[config.mk]
export PLATFORM = sky130hd
export DESIGN_NAME = lcsr_link_regs
export DESIGN_NICKNAME = d
export VERILOG_FILES = /design/src/design/lcsr_pkg.sv /design/src/design/lcsr_fifo.sv /design/src/design/lcsr_link_regs.sv
export SDC_FILE = /design/constraint.sdc
export NUM_CORES = 1
export LEC_CHECK = 0
export ABC_AREA = 1
export BUFFER_PORTS_ARGS = -buffer_cell sky130_fd_sc_hd__buf_4
export CELL_PAD_IN_SITES_DETAIL_PLACEMENT = 0
export CELL_PAD_IN_SITES_GLOBAL_PLACEMENT = 1
export CORE_ASPECT_RATIO = 0.7
export CORE_MARGIN = 8
export CORE_UTILIZATION = 49
export CTS_CLUSTER_DIAMETER = 40
export CTS_CLUSTER_SIZE = 10
export DETAILED_ROUTE_END_ITERATION = 8
export GPL_ROUTABILITY_DRIVEN = 0
export PLACE_DENSITY = 0.83
export RECOVER_POWER = 50
export SLEW_MARGIN = 10
export SYNTH_ARGS = -nofsm -noshare
export SYNTH_HDL_FRONTEND = slang
export SYNTH_SLANG_ARGS = --single-unit
[constraint.sdc]
create_clock -name clk -period 3.8 [get_ports clk]
set_input_delay 0.57 -clock clk [delete_from_list [all_inputs] [get_ports clk]]
set_output_delay 0.57 -clock clk [all_outputs]
set_load 0.02 [all_outputs]
[src/design/lcsr_pkg.sv]
// Package for the link control and self-ID register block.
// Assumes a 50 MHz host clock and a PHY clock sampled as a pin.
package lcsr_pkg;

  // Register offsets on the host register port
  localparam logic [11:0] OFS_CTRL_SET = 12'h050;
  localparam logic [11:0] OFS_CTRL_CLR = 12'h054;
  localparam logic [11:0] OFS_SID_BASE = 12'h064;
  localparam logic [11:0] OFS_SID_TALLY = 12'h068;
  localparam logic [11:0] OFS_LINKA_LO = 12'h0DC;
  localparam logic [11:0] OFS_LINKA_HI = 12'h0F0;
  localparam logic [11:0] OFS_LINKB_LO = 12'h100;
  localparam logic [11:0] OFS_LINKB_HI = 12'h11C;

  // Control field positions
  localparam int BIT_PERMIT = 23;
  localparam int BIT_EXTRAS = 22;
  localparam int BIT_LPS = 19;
  localparam int BIT_BUFWR = 18;
  localparam int BIT_ATTACH = 17;
  localparam int BIT_SWRST = 16;
  localparam logic [31:0] CTRL_RESET = 32'h0080_0000;
  localparam logic [31:0] CTRL_RW_MASK = 32'h004E_0000;

  // Self-ID field positions
  localparam int BASE_LSB = 11;
  localparam int TALLY_FAULT = 31;
  localparam int EPOCH_LSB = 16;
  localparam int QUAD_LSB = 2;
  localparam int QUAD_W = 9;

  // Timing
  localparam int CLK_NS = 20;
  localparam int SWRST_NS = 320;
  localparam int SWRST_CYC = (SWRST_NS + CLK_NS - 1) / CLK_NS;
  localparam int PHY_IDLE_NS = 640;
  localparam int PHY_IDLE_CYC = (PHY_IDLE_NS + CLK_NS - 1) / CLK_NS;

  localparam logic [31:0] ALL_ONES = 32'hFFFF_FFFF;

  // Host register request
  typedef struct packed {
    logic write;
    logic [11:0] addr;
    logic [31:0] wdata;
  } lcsr_req_type;

  // Link-side pin events, bit order of the sampled group
  typedef struct packed {
    logic busReset;
    logic reportBegin;
    logic reportEnd;
    logic quadValid;
    logic hwError;
  } lcsr_link_type;

  typedef enum logic [0:0] {
    RST_IDLE = 1'b0,
    RST_RUN = 1'b1
  } lcsr_rst_type;

endpackage

[src/design/lcsr_fifo.sv]
// Synchronous FIFO for self-ID quadlets on their way to host memory.
// Assumes one clock and a synchronous active-low reset.
`timescale 1ns/10ps
module lcsr_fifo #(
  parameter int WIDTH = 32,
  parameter int DEPTH = 16
) (
  // Clock and reset
  input wire logic clk,
  input wire logic rst_n,
  input wire logic flush,
  // Fill side
  input wire logic inValid,
  input wire logic [WIDTH-1:0] inData,
  output logic inReady,
  // Drain side
  output logic outValid,
  output logic [WIDTH-1:0] outData,
  input wire logic outReady
);
  localparam int AW = $clog2(DEPTH);

  logic [WIDTH-1:0] mem [DEPTH];
  logic [AW:0] wrPtr_q;
  logic [AW:0] rdPtr_q;
  logic [AW:0] used;
  wire push = inValid && inReady;
  wire pop = outValid && outReady;

  // Occupancy from pointers with a wrap bit
  assign used = wrPtr_q - rdPtr_q;
  assign inReady = (used != DEPTH[AW:0]);
  assign outValid = (used != '0);
  assign outData = mem[rdPtr_q[AW-1:0]];

  // Pointers; flush drops everything held
  always_ff @(posedge clk) begin
    if (!rst_n || flush) begin
      wrPtr_q <= '0;
      rdPtr_q <= '0;
    end else begin
      if (push) wrPtr_q <= wrPtr_q + 1'b1;
      if (pop) rdPtr_q <= rdPtr_q + 1'b1;
    end
  end

  // Storage needs no reset
  always_ff @(posedge clk) begin
    if (push) mem[wrPtr_q[AW-1:0]] <= inData;
  end
endmodule

[src/design/lcsr_link_regs.sv]
// Link control and self-ID registers of a serial-bus link controller.
// Assumes a host register port answered one cycle later, a PHY clock arriving
// as a pin, and a host memory write port with ready back-pressure.
`timescale 1ns/10ps
// Summary of operation
// - Control register sits at a set address and a clear address.
// - Tuning permission bit 23 is loaded from the configuration memory.
// - Tuning permission resets only on platform reset, not software reset.
// - Control bits 21 and 20 always read zero.
// - Link power status bit 19 gates all link-to-PHY communication.
// - Access to PHY-clock registers while that clock stops is aborted.
// - With the suppress option set such accesses return all ones.
// - Offsets DCh-F0h and 100h-11Ch belong to the PHY-clock domain.
// - Bit 18 enables buffered writes; changed only while detached.
// - Attach enable clears on any reset; software sets it when ready.
// - Without attach enable no packet is received, processed or sent.
// - Software reset clears link state, FIFOs and link registers.
// - Software reset bit reads one until the reset sequence ends.
// - Buffer base holds bits 31-11; bits 10-0 read zero.
// - Fault bit 31 tracks errors of the latest self-ID reception.
// - Epoch field 23-16 counts bus resets and wraps after 255.
// - Quadlet field 10-2 counts quadlets written to host memory.
// - Quadlet field zeroes when a new self-ID reception begins.
// - Tally bits 30-24, 15-11 and 1-0 always read zero.
module lcsr_link_regs import lcsr_pkg::*; #(
  parameter int FIFO_DEPTH = 16,
  parameter int IDLE_CYC = PHY_IDLE_CYC
) (
  // Clock and platform reset
  input wire logic clk,
  input wire logic rst_n,
  // Host register port
  input wire logic regReq,
  input wire lcsr_req_type regCmd,
  output logic regAck,
  output logic regAbort,
  output logic [31:0] regRdata,
  // Configuration inputs
  input wire logic suppress_abort_return_ones,
  input wire logic permitLoadValid,
  input wire logic permitLoadValue,
  // PHY link pins
  input wire logic phyClkPin,
  input wire lcsr_link_type linkPins,
  input wire logic [31:0] phyDataPins,
  // Host memory write port for self-ID quadlets
  output logic memWrValid,
  output logic [31:0] memWrAddr,
  output logic [31:0] memWrData,
  input wire logic memWrReady,
  input wire logic memWrError,
  // Control levels to the link
  output logic link_power_status,
  output logic bus_attach_enable,
  output logic buffered_write_allow,
  output logic phy_extras_on,
  output logic linkActive
);
  localparam int NPIN = $bits(lcsr_link_type);

  // Register state
  logic [31:0] ctrl_q;
  logic [31:0] ctrl_d;
  logic [31:BASE_LSB] base_q;
  logic fault_q;
  logic errAcc_q;
  logic [7:0] epoch_q;
  logic [QUAD_W-1:0] quads_q;
  lcsr_rst_type rstState_q;
  logic [$clog2(SWRST_CYC+1)-1:0] rstCnt_q;
  logic [$clog2(IDLE_CYC+1)-1:0] idleCnt_q;
  logic regAck_q;
  logic regAbort_q;
  logic [31:0] regRdata_q;

  // Pin synchronisers: three stages, a change counts once stages 2 and 3 agree
  logic [2:0] clkSync_q;
  logic clkLvl_q;
  logic [NPIN-1:0] pinS1_q;
  logic [NPIN-1:0] pinS2_q;
  logic [NPIN-1:0] pinS3_q;
  logic [NPIN-1:0] pinLvl_q;
  logic [31:0] datS1_q;
  logic [31:0] datS2_q;
  logic [31:0] datS3_q;

  always_ff @(posedge clk) begin
    if (!rst_n) begin
      clkSync_q <= 3'h0;
      clkLvl_q <= 1'b0;
    end else begin
      clkSync_q <= {clkSync_q[1:0], phyClkPin};
      if (clkSync_q[1] == clkSync_q[2]) clkLvl_q <= clkSync_q[2];
    end
  end

  genvar gi;
  generate
    for (gi = 0; gi < NPIN; gi++) begin : g_pin
      always_ff @(posedge clk) begin
        if (!rst_n) begin
          pinS1_q[gi] <= 1'b0;
          pinS2_q[gi] <= 1'b0;
          pinS3_q[gi] <= 1'b0;
          pinLvl_q[gi] <= 1'b0;
        end else begin
          pinS1_q[gi] <= linkPins[gi];
          pinS2_q[gi] <= pinS1_q[gi];
          pinS3_q[gi] <= pinS2_q[gi];
          if (pinS2_q[gi] == pinS3_q[gi]) pinLvl_q[gi] <= pinS3_q[gi];
        end
      end
    end
  endgenerate

  // Data bus is only used at a sampled PHY clock edge, when it is settled
  always_ff @(posedge clk) begin
    datS1_q <= phyDataPins;
    datS2_q <= datS1_q;
    datS3_q <= datS2_q;
  end

  // PHY clock edge and stopped-clock detection
  wire phyRise = !clkLvl_q && clkSync_q[1] && clkSync_q[2];
  wire phyStopped = (idleCnt_q == IDLE_CYC[$bits(idleCnt_q)-1:0]);

  always_ff @(posedge clk) begin
    if (!rst_n || phyRise) begin
      idleCnt_q <= '0;
    end else if (!phyStopped) begin
      idleCnt_q <= idleCnt_q + 1'b1;
    end
  end

  // Link events, taken on PHY clock rising edges only
  lcsr_link_type ev;
  wire swResetBusy = (rstState_q == RST_RUN);
  wire linkOn = ctrl_q[BIT_ATTACH] && ctrl_q[BIT_LPS] && !swResetBusy;
  assign ev = phyRise && linkOn ? lcsr_link_type'(pinLvl_q) : lcsr_link_type'('0);

  // Register decode
  wire [11:0] addr = regCmd.addr;
  wire hit = regReq && !regAck_q && !regAbort_q;
  wire isSet = (addr == OFS_CTRL_SET);
  wire isClr = (addr == OFS_CTRL_CLR);
  wire isBase = (addr == OFS_SID_BASE);
  wire isTally = (addr == OFS_SID_TALLY);
  wire inLinkA = (addr >= OFS_LINKA_LO) && (addr <= OFS_LINKA_HI);
  wire inLinkB = (addr >= OFS_LINKB_LO) && (addr <= OFS_LINKB_HI);
  wire phyDomain = inLinkA || inLinkB;
  wire stoppedAccess = hit && phyDomain && phyStopped;
  wire doAbort = stoppedAccess && !suppress_abort_return_ones;
  wire wrSet = hit && regCmd.write && isSet;
  wire wrClr = hit && regCmd.write && isClr;
  wire wrBase = hit && regCmd.write && isBase;

  // Read values: reserved bits of the control read zero
  wire [31:0] ctrlView = ctrl_q & (CTRL_RW_MASK | (32'h1 << BIT_PERMIT) | (32'h1 << BIT_SWRST));
  wire [31:0] baseView = {base_q, 11'h000};
  wire [31:0] tallyView = {fault_q, 7'h00, epoch_q, 5'h00, quads_q, 2'h0};
  logic [31:0] rdMux;
  always_comb begin
    if (isSet || isClr) begin
      rdMux = ctrlView;
    end else if (isBase) begin
      rdMux = baseView;
    end else if (isTally) begin
      rdMux = tallyView;
    end else if (phyDomain && phyStopped) begin
      rdMux = ALL_ONES;
    end else begin
      rdMux = 32'h0000_0000;
    end
  end

  // Host port answer, one cycle after the request
  always_ff @(posedge clk) begin
    if (!rst_n) begin
      regAck_q <= 1'b0;
      regAbort_q <= 1'b0;
      regRdata_q <= 32'h0000_0000;
    end else begin
      regAck_q <= hit && !doAbort;
      regAbort_q <= doAbort;
      if (hit && !regCmd.write) regRdata_q <= doAbort ? 32'h0000_0000 : rdMux;
    end
  end

  // Control next value: set and clear writes, software fields only
  always_comb begin
    ctrl_d = ctrl_q;
    if (wrSet) ctrl_d = ctrl_d | (regCmd.wdata & CTRL_RW_MASK);
    if (wrClr) ctrl_d = ctrl_d & ~(regCmd.wdata & CTRL_RW_MASK);
    if (wrClr && regCmd.wdata[BIT_PERMIT]) ctrl_d[BIT_PERMIT] = 1'b0;
    if (permitLoadValid) ctrl_d[BIT_PERMIT] = permitLoadValue;
    if (wrSet && regCmd.wdata[BIT_SWRST]) ctrl_d[BIT_SWRST] = 1'b1;
    if (swResetBusy) begin
      ctrl_d = CTRL_RESET;
      ctrl_d[BIT_PERMIT] = ctrl_q[BIT_PERMIT];
      ctrl_d[BIT_SWRST] = (rstCnt_q != '0);
    end
    ctrl_d[21:20] = 2'b00;
  end

  // Platform reset restores everything, the permission bit included
  always_ff @(posedge clk) begin
    if (!rst_n) begin
      ctrl_q <= CTRL_RESET;
    end else begin
      ctrl_q <= ctrl_d;
    end
  end

  // Software reset sequence; holds the link in reset for a fixed time
  always_ff @(posedge clk) begin
    if (!rst_n) begin
      rstState_q <= RST_IDLE;
      rstCnt_q <= '0;
    end else begin
      case (rstState_q)
        RST_IDLE: begin
          if (wrSet && regCmd.wdata[BIT_SWRST]) begin
            rstState_q <= RST_RUN;
            rstCnt_q <= SWRST_CYC[$bits(rstCnt_q)-1:0];
          end
        end
        RST_RUN: begin
          if (rstCnt_q == '0) begin
            rstState_q <= RST_IDLE;
          end else begin
            rstCnt_q <= rstCnt_q - 1'b1;
          end
        end
        default: rstState_q <= RST_IDLE;
      endcase
    end
  end

  // Buffer base: upper bits writable, cleared by either reset
  always_ff @(posedge clk) begin
    if (!rst_n || swResetBusy) begin
      base_q <= '0;
    end else if (wrBase) begin
      base_q <= regCmd.wdata[31:BASE_LSB];
    end
  end

  // Quadlet FIFO between the link and host memory
  logic fifoInReady;
  logic fifoOutValid;
  logic [31:0] fifoOutData;
  wire fifoFlush = swResetBusy || ev.reportBegin || !ctrl_q[BIT_ATTACH];
  lcsr_fifo #(
    .WIDTH(32),
    .DEPTH(FIFO_DEPTH)
  ) u_fifo (
    .clk(clk),
    .rst_n(rst_n),
    .flush(fifoFlush),
    .inValid(ev.quadValid),
    .inData(datS3_q),
    .inReady(fifoInReady),
    .outValid(fifoOutValid),
    .outData(fifoOutData),
    .outReady(memWrReady)
  );

  // The PHY cannot be stalled, so a quadlet meeting a full FIFO is a fault
  wire overflow = ev.quadValid && !fifoInReady;
  wire memDone = fifoOutValid && memWrReady && !fifoFlush;
  assign memWrValid = fifoOutValid && !fifoFlush;
  assign memWrData = fifoOutData;
  assign memWrAddr = {base_q, 11'h000} + {21'h0, quads_q, 2'h0};

  // Self-ID tally: epoch, quadlet count and error summary
  always_ff @(posedge clk) begin
    if (!rst_n || swResetBusy) begin
      fault_q <= 1'b0;
      errAcc_q <= 1'b0;
      epoch_q <= 8'h00;
      quads_q <= '0;
    end else begin
      if (ev.busReset) epoch_q <= epoch_q + 8'h01;
      if (ev.reportBegin) begin
        quads_q <= '0;
        errAcc_q <= 1'b0;
      end else begin
        if (memDone) quads_q <= quads_q + 1'b1;
        if (ev.hwError || overflow || (memWrError && memWrValid)) errAcc_q <= 1'b1;
      end
      if (ev.reportEnd) fault_q <= errAcc_q || ev.hwError || overflow || (memWrError && memWrValid);
    end
  end

  // Outputs
  assign regAck = regAck_q;
  assign regAbort = regAbort_q;
  assign regRdata = regRdata_q;
  assign link_power_status = ctrl_q[BIT_LPS];
  assign bus_attach_enable = ctrl_q[BIT_ATTACH];
  assign buffered_write_allow = ctrl_q[BIT_BUFWR];
  assign phy_extras_on = ctrl_q[BIT_EXTRAS];
  assign linkActive = linkOn;
endmodule

======== After elaboration in Yosys (flattened, before gate mapping) ========
Memories as Yosys holds them, arrays and structs flattened. A register that Yosys moved wholly into a read port is not among the register bits.
Cells that the tools add are included.
storage, ports and cells
  bits in registers ....................... 248
  bits in latches ......................... 0
  memory bits (writable) .................. 512
  memory bits (read-only) ................. 0
  bits of input ports ..................... 91
  output and inout port bits .............. 104
  logic and storage cells ................. 152
  memories kept ........................... 1
memory list
  memory      words  width  read ports  clocked after memory_dff  wr ports  line             text
  u_fifo.mem  16     32     1           1                         1         lcsr_fifo.sv:23  logic [WIDTH-1:0] mem [DEPTH];
cells by class
  add/sub/neg operators ................... 8
  multiply operators ...................... 0
  div/mod/pow operators ................... 0
  magnitude comparators ................... 4
  equal/unequal tests ..................... 14
  shift operators ......................... 0
  mux-type cells .......................... 22
  bitwise operators ....................... 5
  reduce and logical (&&, ||, !) cells .... 56
operators by type and width
  operator               number
  $mux W32               7
  $eq A12 B7 Y1 const B  4
  $add A32 B11 Y32       1
  $and A32 B32 Y32       1
  $not A23 Y32           1
  $or A32 B23 Y32        1
  $logic_and A1 B1 Y1    27
  $mux W17               1
  $mux W5                3
  $ge A12 B8 Y1 const B  1
  $ge A12 B9 Y1 const B  1
  $le A12 B8 Y1 const B  1
  $le A12 B9 Y1 const B  1
  $logic_or A1 B1 Y1     12
  $logic_not A1 Y1       11
  $add A5 B1 Y5 const B  2
  $pmux W5 S2            1
  $reduce_bool A5 Y1     2
  $add A9 B1 Y9 const B  1
  $add A8 B1 Y8 const B  1
  $mux W4                2
  $mux W1                7
  $add A6 B1 Y6 const B  1
  $eq A1 B1 Y1           6
  10 further kinds       13

======== Logic depth before layout (Yosys ltp) ========
Gate-level depths: netlist of the first run.
  word-level depth ........................ 11
  depth in mapped cells ................... 17
  depth with buffers taken out ............ 17

======== Modules after synthesis ========
From an unflattened synthesis of the first run, not the netlist that was laid out.
second synthesis, totals
  cell total of the unflattened synthesis .. 2482
  area, all modules ....................... 28302.1 µm²
by module, submodules not included
  module          times used  cells an instance  area an instance (µm²)  seq. area each (µm²)
  lcsr_fifo       1           1635               20921.3                 15655.0
  lcsr_link_regs  1           847                7380.8                  4224.1

======== Least setup slack after synthesis of the first run ========
OpenSTA, ideal clock, no wires.
  kind .................................... register to register
  start ................................... register with a tool-made name
  end ..................................... memory u_fifo.mem[3][0], enable pin
  setup time .............................. 0.421 ns
  data arrival time ....................... 2.933 ns
  data required time ...................... 3.379 ns
  setup slack ............................. 0.446 ns
  stages on the path, launching flop included .. 9
  path buffers ............................ 0
  clock period less this slack ............ 3.354 ns
  path through ............................ dfxtp_1 inv_1 nor3_2 nand2_1 nor2_1 o21ai_2 nor2_1 nand2_1 nor2_1
RTL lines
  what              line
  end: declaration  lcsr_fifo.sv:23

======== Worst setup path in the final report of the first run ========
  start ................................... input rst_n
  end ..................................... register idleCnt_q[2]
between the ends
  cells in the longest elaborated chain, start to end .. 2
ends and longest elaborated chain
  what                    line                   text
  start: declaration      lcsr_link_regs.sv:31   input wire logic rst_n,
  $logic_not A1 Y1        lcsr_link_regs.sv:128  if (!rst_n || phyRise) begin
  $logic_or A1 B1 Y1      lcsr_link_regs.sv:128
  end signal: assignment  lcsr_link_regs.sv:131  idleCnt_q <= idleCnt_q + 1'b1;
  end: declaration        lcsr_link_regs.sv:71   logic [$clog2(IDLE_CYC+1)-1:0] idleCnt_q;
No other way between the ends.
A chain may end at the register's enable or synchronous reset.

==> results.json, run 1 <==
{
  "cts_tree": "built",
  "final-hold-violation-count": 0,
  "endpoint_kind": "flip-flop",
  "ys_types": 45,
  "clk_pin_slew_ns": 0.05,
  "grt_start_max_net_pins": 129,
  "firstDrtPassIters": 5,
  "clock_latency_ns": 0.63,
  "p_switching_mw": 3.40,
  "synth_top_area_share_pct": 54.5,
  "cts_resized": 0,
  "grt_antenna_before_repair": 0,
  "cts_inserted_buffers": 94,
  "reg2reg_depth": 14,
  "placed_cells": 3116,
  "pwr-share-clk_pct": 48.3,
  "synth-seq-area-share_pct": 70.5,
  "cts_buffer_depth": 3,
  "setup_viol": 0,
  "wirelength_um": 65600,
  "gr-total-overflow": 0,
  "path_buf_inv": 4,
  "min_period_ns": 3.21,
  "min_from": "phyDataPins[30]",
  "grt_pass1_wl_um": 100000,
  "post-cts-setup-buffers": 0,
  "num-fill-cells": 4448,
  "drc": 0,
  "worstHoldEndpoint": "datS1_q[30]",
  "initial_core_util_pct": 49.6,
  "ys_warn_count": 0,
  "ir_drop_uv": 328,
  "slew_headroom_pct": -45.2,
  "crit_cells": 6,
  "worstMarginPinSlew_ns": 2.18,
  "clock_skew_ns": 0.0226,
  "dp_hpwl_um": 37700,
  "hold_path_class": "input pin to flip-flop",
  "cp.required_ns": 4.27,
  "path_cells": "clkbuf_1 > inv_1 > clkbuf_1 > nor2_1 > inv_1 > nor3_1",
  "p_int_mw": 13.8,
  "nNetsFinal": 2570,
  "run_status": "complete, but fails checks",
  "critical_path.max_stage_delay_ns": 1.58,
  "p_leak_nw": 11.8,
  "globalRoute.busiestLayer": "met2",
  "crit_arrival_ns": 3.68,
  "cts.sinks": 737,
  "drv_cap": 1,
  "r2r_slack_ns": 0.71,
  "multi_input_area_mm2": 0.00700,
  "seqCellArea_mm2": 0.0199,
  "rows": 73,
  "cts_hold_buf": 2,
  "io_buffer_count": 181,
  "final_cells": 3292,
  "violations": "max-capacitance violations, max-slew violations",
  "startpoint_type": "input pin",
  "syn-cell-area_mm2": 0.0282,
  "vias": 17800,
  "wl_per_cell_um": 19.9,
  "first_global_vias": 17200,
  "grt_use_total_pct": 19.6,
  "die_x_um": 303,
  "met3_usage_pct": 4.14,
  "die_h_um": 217,
  "viasPerCell": 5.42,
  "ys_ff_latch": 737,
  "grt_util_met2_pct": 29.7,
  "regToRegEndpoint": "u_fifo.mem[13][26]",
  "netSwitchingFraction_pct": 19.7,
  "path_max_fanout": 39,
  "path_class": "input pin to flip-flop",
  "postRouteAntennaNets": 0,
  "core-area_mm2": 0.0568,
  "synth_cells": 2264,
  "fin_setup_tns_ns": 0,
  "cp_slowest_cell": "clkbuf_1",
  "rsz0062_at_grt": "no",
  "grtUsageMet1_pct": 28.6,
  "area_delta_synth_final_pct": 18.2,
  "max_freq_mhz": 311,
  "dieArea_mm2": 0.0656,
  "timing.final.crit_share_pct": 84.5,
  "yosysTopAreaCell": "edfxtp_1",
  "combPwrFrac_pct": 1.0,
  "htree_num_levels": 3,
  "synth_area_leaders": "edfxtp_1 55%, dfxtp_1 16%, mux2i_1 4.5%",
  "r2r-start": "u_fifo.rdPtr_q[1]",
  "cellPowerDensity_mw_per_mm2": 516,
  "syn_avg_cell_area_um2": 12.5,
  "async_reset_ff_share_pct": 0,
  "synth_edf_count": 512,
  "antenna_cells": 0,
  "pwr-share-seq_pct": 50.7,
  "drive_gt1_share_pct": 15.3,
  "whs_path_depth": 1,
  "clock-root-buffer": "clkbuf_16",
  "dr.first_iter.drc_count": 1470,
  "ys.flop_type": "edfxtp_1",
  "crit_family": "buffers and inverters",
  "io_pins": 195,
  "finalMaxSlewViolations": 40
}
## power groups by stage
| stage | Clock [mW] | Combinational, mW | Sequential (mW) |
|---|---|---|---|
| final | 8.32 | 0.166 | 8.73 |
| after global routing | 8.82 | 0.183 | 8.74 |
| after CTS | 8.48 | 0.171 | 8.73 |
| after detailed placement | 0 | 0.168 | 8.90 |
| after global placement | 0 | 0.164 | 8.89 |
| after floorplan | 0 | 0.0735 | 8.86 |
## final cells by class
type | count | area share (%)
sequential | 737 | 59.7
multi-input combinational | 1173 | 21.0
clock buffer | 146 | 7.89
timing repair buffer | 220 | 4.98
tap | 750 | 2.82
inverter | 238 | 2.69
clock inverter | 28 | 0.942
## Yosys cell counts (2+ instances only)
master    count
edfxtp_1    512
inv_1       228
dfxtp_1     225
o21ai_0     213
nand2_1     204
a21oi_1     201
o211ai_1    129
mux2i_1     128
nand3_1      86
nor2_1       82
clkbuf_1     69
buf_2        25
ha_1         15
nor3_1       15
buf_4        14
nand4_1      14
xor2_1       13
o21ai_2      11
a21oi_2      10
inv_2         8
buf_1         7
nand2_2       6
nor2_4        5
nand3_2       4
o21a_1        4
or2_0         4
nand3b_1      3
nor2_2        3
or2_2         3
a221oi_1      2
a31o_2        2
nand2_4       2
nor3_2        2
nor4_1        2
o21ai_1       2
xnor2_1       2
## registers in the layout, summed over array words and instances (netlist names), 6 cells and up, named ones only
name	cells
u_fifo.mem	512
datS1_q	32
datS2_q	32
datS3_q	32
regRdata	31
base_q	21
quads_q	9
epoch_q	8
idleCnt_q	6
## how the worst max path moves through the flow
| stage | slack (ns) | end | startpoint |
|---|---|---|---|
| final | 0.59 | idleCnt_q[2] | rst_n |
| after global routing | 0.28 | idleCnt_q[2] | rst_n |
| after CTS | 0.58 | memWrData[20] | flip-flop |
| after detailed placement | 0.70 | u_fifo.mem[13][26] | u_fifo.wrPtr_q[3] |
| after global placement | 0.78 | u_fifo.mem[13][8] | u_fifo.rdPtr_q[1] |
| after floorplan | 0.45 | u_fifo.mem[3][0] | flip-flop |
## cells by family (layout without fill, tap and decap cells)
group | count (synthesis) | in the layout | synth area share (%)
flip-flops | 737 | 737 | 70.5
XOR/XNOR | 15 | 15 | 0.466
adder cells (fa/ha/maj) | 15 | 15 | 0.666
other | 1 | 2 | 0.0133
AND/OR/NAND/NOR | 437 | 437 | 6.99
AO/OA/AOI/OAI | 576 | 576 | 11.8
buffers and inverters | 355 | 632 | 5.06
multiplexers | 128 | 128 | 4.54
## through the flow
step                      instance area, um^2  setup slack (ns)  hold slack, ns  total power [mW]  util [%]
after global placement                  30500             0.775           0.310              9.05      53.7
after global routing                    33300             0.281          0.0240              17.7      58.7
after CTS                               33500             0.582        0.000433              17.4      58.9
final                                   33300             0.588          0.0679              17.2      58.7
after detailed placement                30500             0.704           0.312              9.07      53.7
after floorplan                         28200             0.446           0.310              8.93         -
## cell usage in the layout, fill, tap and decap left out, types with 67 or more instances in the layout
cell type,netlist,routed
clkbuf_16,0,95
a21oi_1,201,201
buf_4,14,145
o21ai_0,213,213
edfxtp_1,512,512
dfxtp_1,225,221
nor2_1,82,67
o211ai_1,129,129
clkbuf_1,69,77
nand3_1,86,86
inv_1,228,227
nand2_1,204,204
mux2i_1,128,128
## layer usage
layer  up-vias  part of all wire [%]
li1       8496                     -
met1      8721                    46
met2       526                    45
met3        96                   6.7
met4         0                   1.9
met5         -                     0
No activity file was read; power rests on OpenSTA's default activity.
==> run 2, diff against run 1 <==
==> constraint.sdc (replaced) <==
create_clock -name clk -period 3.2 [get_ports clk]
set_input_delay 0.48 -clock clk [delete_from_list [all_inputs] [get_ports clk]]
set_output_delay 0.48 -clock clk [all_outputs]
set_load 0.02 [all_outputs]
==> results.json, run 2 (synthesis gave the netlist of run 1 again) <==
{
  "violations": "max-capacitance violations, max-slew violations",
  "die_h_um": 217,
  "largest_reg_flops": 512,
  "vias": 18200,
  "nNetsFinal": 2626,
  "antenna_cells": 0,
  "clk_pin_slew_ns": 0.06,
  "hold_path_class": "input pin to flip-flop",
  "rsz0062_at_grt": "yes",
  "dp_hpwl_um": 38100,
  "holdWs_ns": 0.0393,
  "io_buffer_count": 181,
  "postRouteAntennaNets": 0,
  "grt_util_met2_pct": 30.7,
  "slew_headroom_pct": -50.9,
  "setup_viol": 0,
  "run_status": "complete, but fails checks",
  "num-fill-cells": 4416,
  "grt_use_total_pct": 19.6,
  "area_delta_synth_final_pct": 21.1,
  "firstDrtPassIters": 5,
  "drv_cap": 1,
  "drc": 0,
  "clock_skew_ns": 0.0336,
  "dieArea_mm2": 0.0656,
  "globalRoute.busiestLayer": "met2",
  "grt_start_max_net_pins": 99,
  "max_freq_mhz": 328,
  "met3_usage_pct": 4.12,
  "utilization_pct": 60.1,
  "rows": 73,
  "cellPowerDensity_mw_per_mm2": 610,
  "gr-total-overflow": 0,
  "grt_pass1_wl_um": 101000,
  "crit_arrival_ns": 2.56,
  "clock_latency_ns": 0.66,
  "seqCellArea_mm2": 0.0199,
  "viasPerCell": 5.44,
  "die_x_um": 303,
  "min_period_ns": 3.04,
  "clock-root-buffer": "clkbuf_16",
  "grtUsageMet1_pct": 27.5,
  "wirelength_um": 65600,
  "first_global_vias": 17900,
  "core-area_mm2": 0.0568,
  "initial_core_util_pct": 49.6,
  "layout_common_cells": "512 x edfxtp_1, 227 x inv_1, 221 x dfxtp_1",
  "endpoint_kind": "output port",
  "final-hold-violation-count": 0,
  "cts_tree": "built",
  "ir_drop_uv": 340,
  "finalMaxSlewViolations": 40,
  "worstMarginPinSlew_ns": 2.26,
  "wl_per_cell_um": 19.6,
  "dr.first_iter.drc_count": 1611,
  "startpoint_type": "flip-flop",
  "grt_antenna_before_repair": 0,
  "path_class": "flip-flop to output port",
  "io_pins": 195,
  "final_common_cell": "edfxtp_1",
  "cts_buffer_depth": 3,
  "p_leak_nw": 12.1,
  "cp.required_ns": 2.72,
  "multi_input_area_mm2": 0.00700,
  "cts.sinks": 737,
  "drive_gt1_share_pct": 15.9,
  "htree_num_levels": 3,
  "path_max_fanout": 31,
  "timing.final.crit_share_pct": 95.1,
  "cts_inserted_buffers": 94
}
## run 2: cell type report
class                      instances  area share [%]
clock buffer                     146            7.89
clock inverter                    25            1.06
inverter                         238            2.62
multi-input combinational       1173            20.5
sequential                       737            58.3
tap                              750            2.75
timing repair buffer             276            6.94
## run 2: routing by layer
layer,vias up,part of all wire [%]
met5,-,0
met2,599,46
li1,8608,-
met3,109,6.6
met4,0,2.0
met1,8892,45
## run 2: final timing paths
path	from	to	slack [ns]	depth (start not counted)
setup reg to reg	u_fifo.rdPtr_q[1]	u_fifo.mem[6][13]	0.31	14
hold / removal	linkPins[0]	pinS1_q[0]	0.04	3
setup / recovery	flip-flop	memWrData[25]	0.16	7
hold reg to reg	datS2_q[15]	datS3_q[15]	0.32	0
## run 2: what timing repair did
action                                  CTS  global route
hold endpoints to repair                 37             0
endpoints found under the setup margin    0            75
resized for setup                         0             2
hold buffers                             37             0
setup buffers                             0            10
## run 2: metrics by stage
step | setup TNS [ns] | total power [mW] | cell area (um^2) | cells | setup slack (ns)
3_5_place_dp | 0 | 10.8 | 30700 | 3126 | 0.148
2_1_floorplan | -56.22 | 10.6 | 28200 | 2265 | -0.146
6_report | 0 | 20.8 | 34100 | 3345 | 0.156
4_1_cts | 0 | 21.0 | 34100 | 3334 | 0.0643
3_3_place_gp | 0 | 10.7 | 30700 | 3126 | 0.204
5_1_grt | -0.00798 | 21.4 | 34100 | 3345 | -0.00798
## run 2: where the power goes
group          internal (mW)  switching, mW
Clock                   6.30           3.93
Sequential              10.3          0.105
Combinational          0.114          0.116
## run 2: worst max-delay path, stage by stage (launching register included)
cell and delay, ns:
dfxtp_4 0.55, buf_16 0.26, buf_12 0.23, mux2i_1 0.20
o21ai_0 0.14, o211ai_1 0.20, nand2_1 0.12, buf_4 0.18
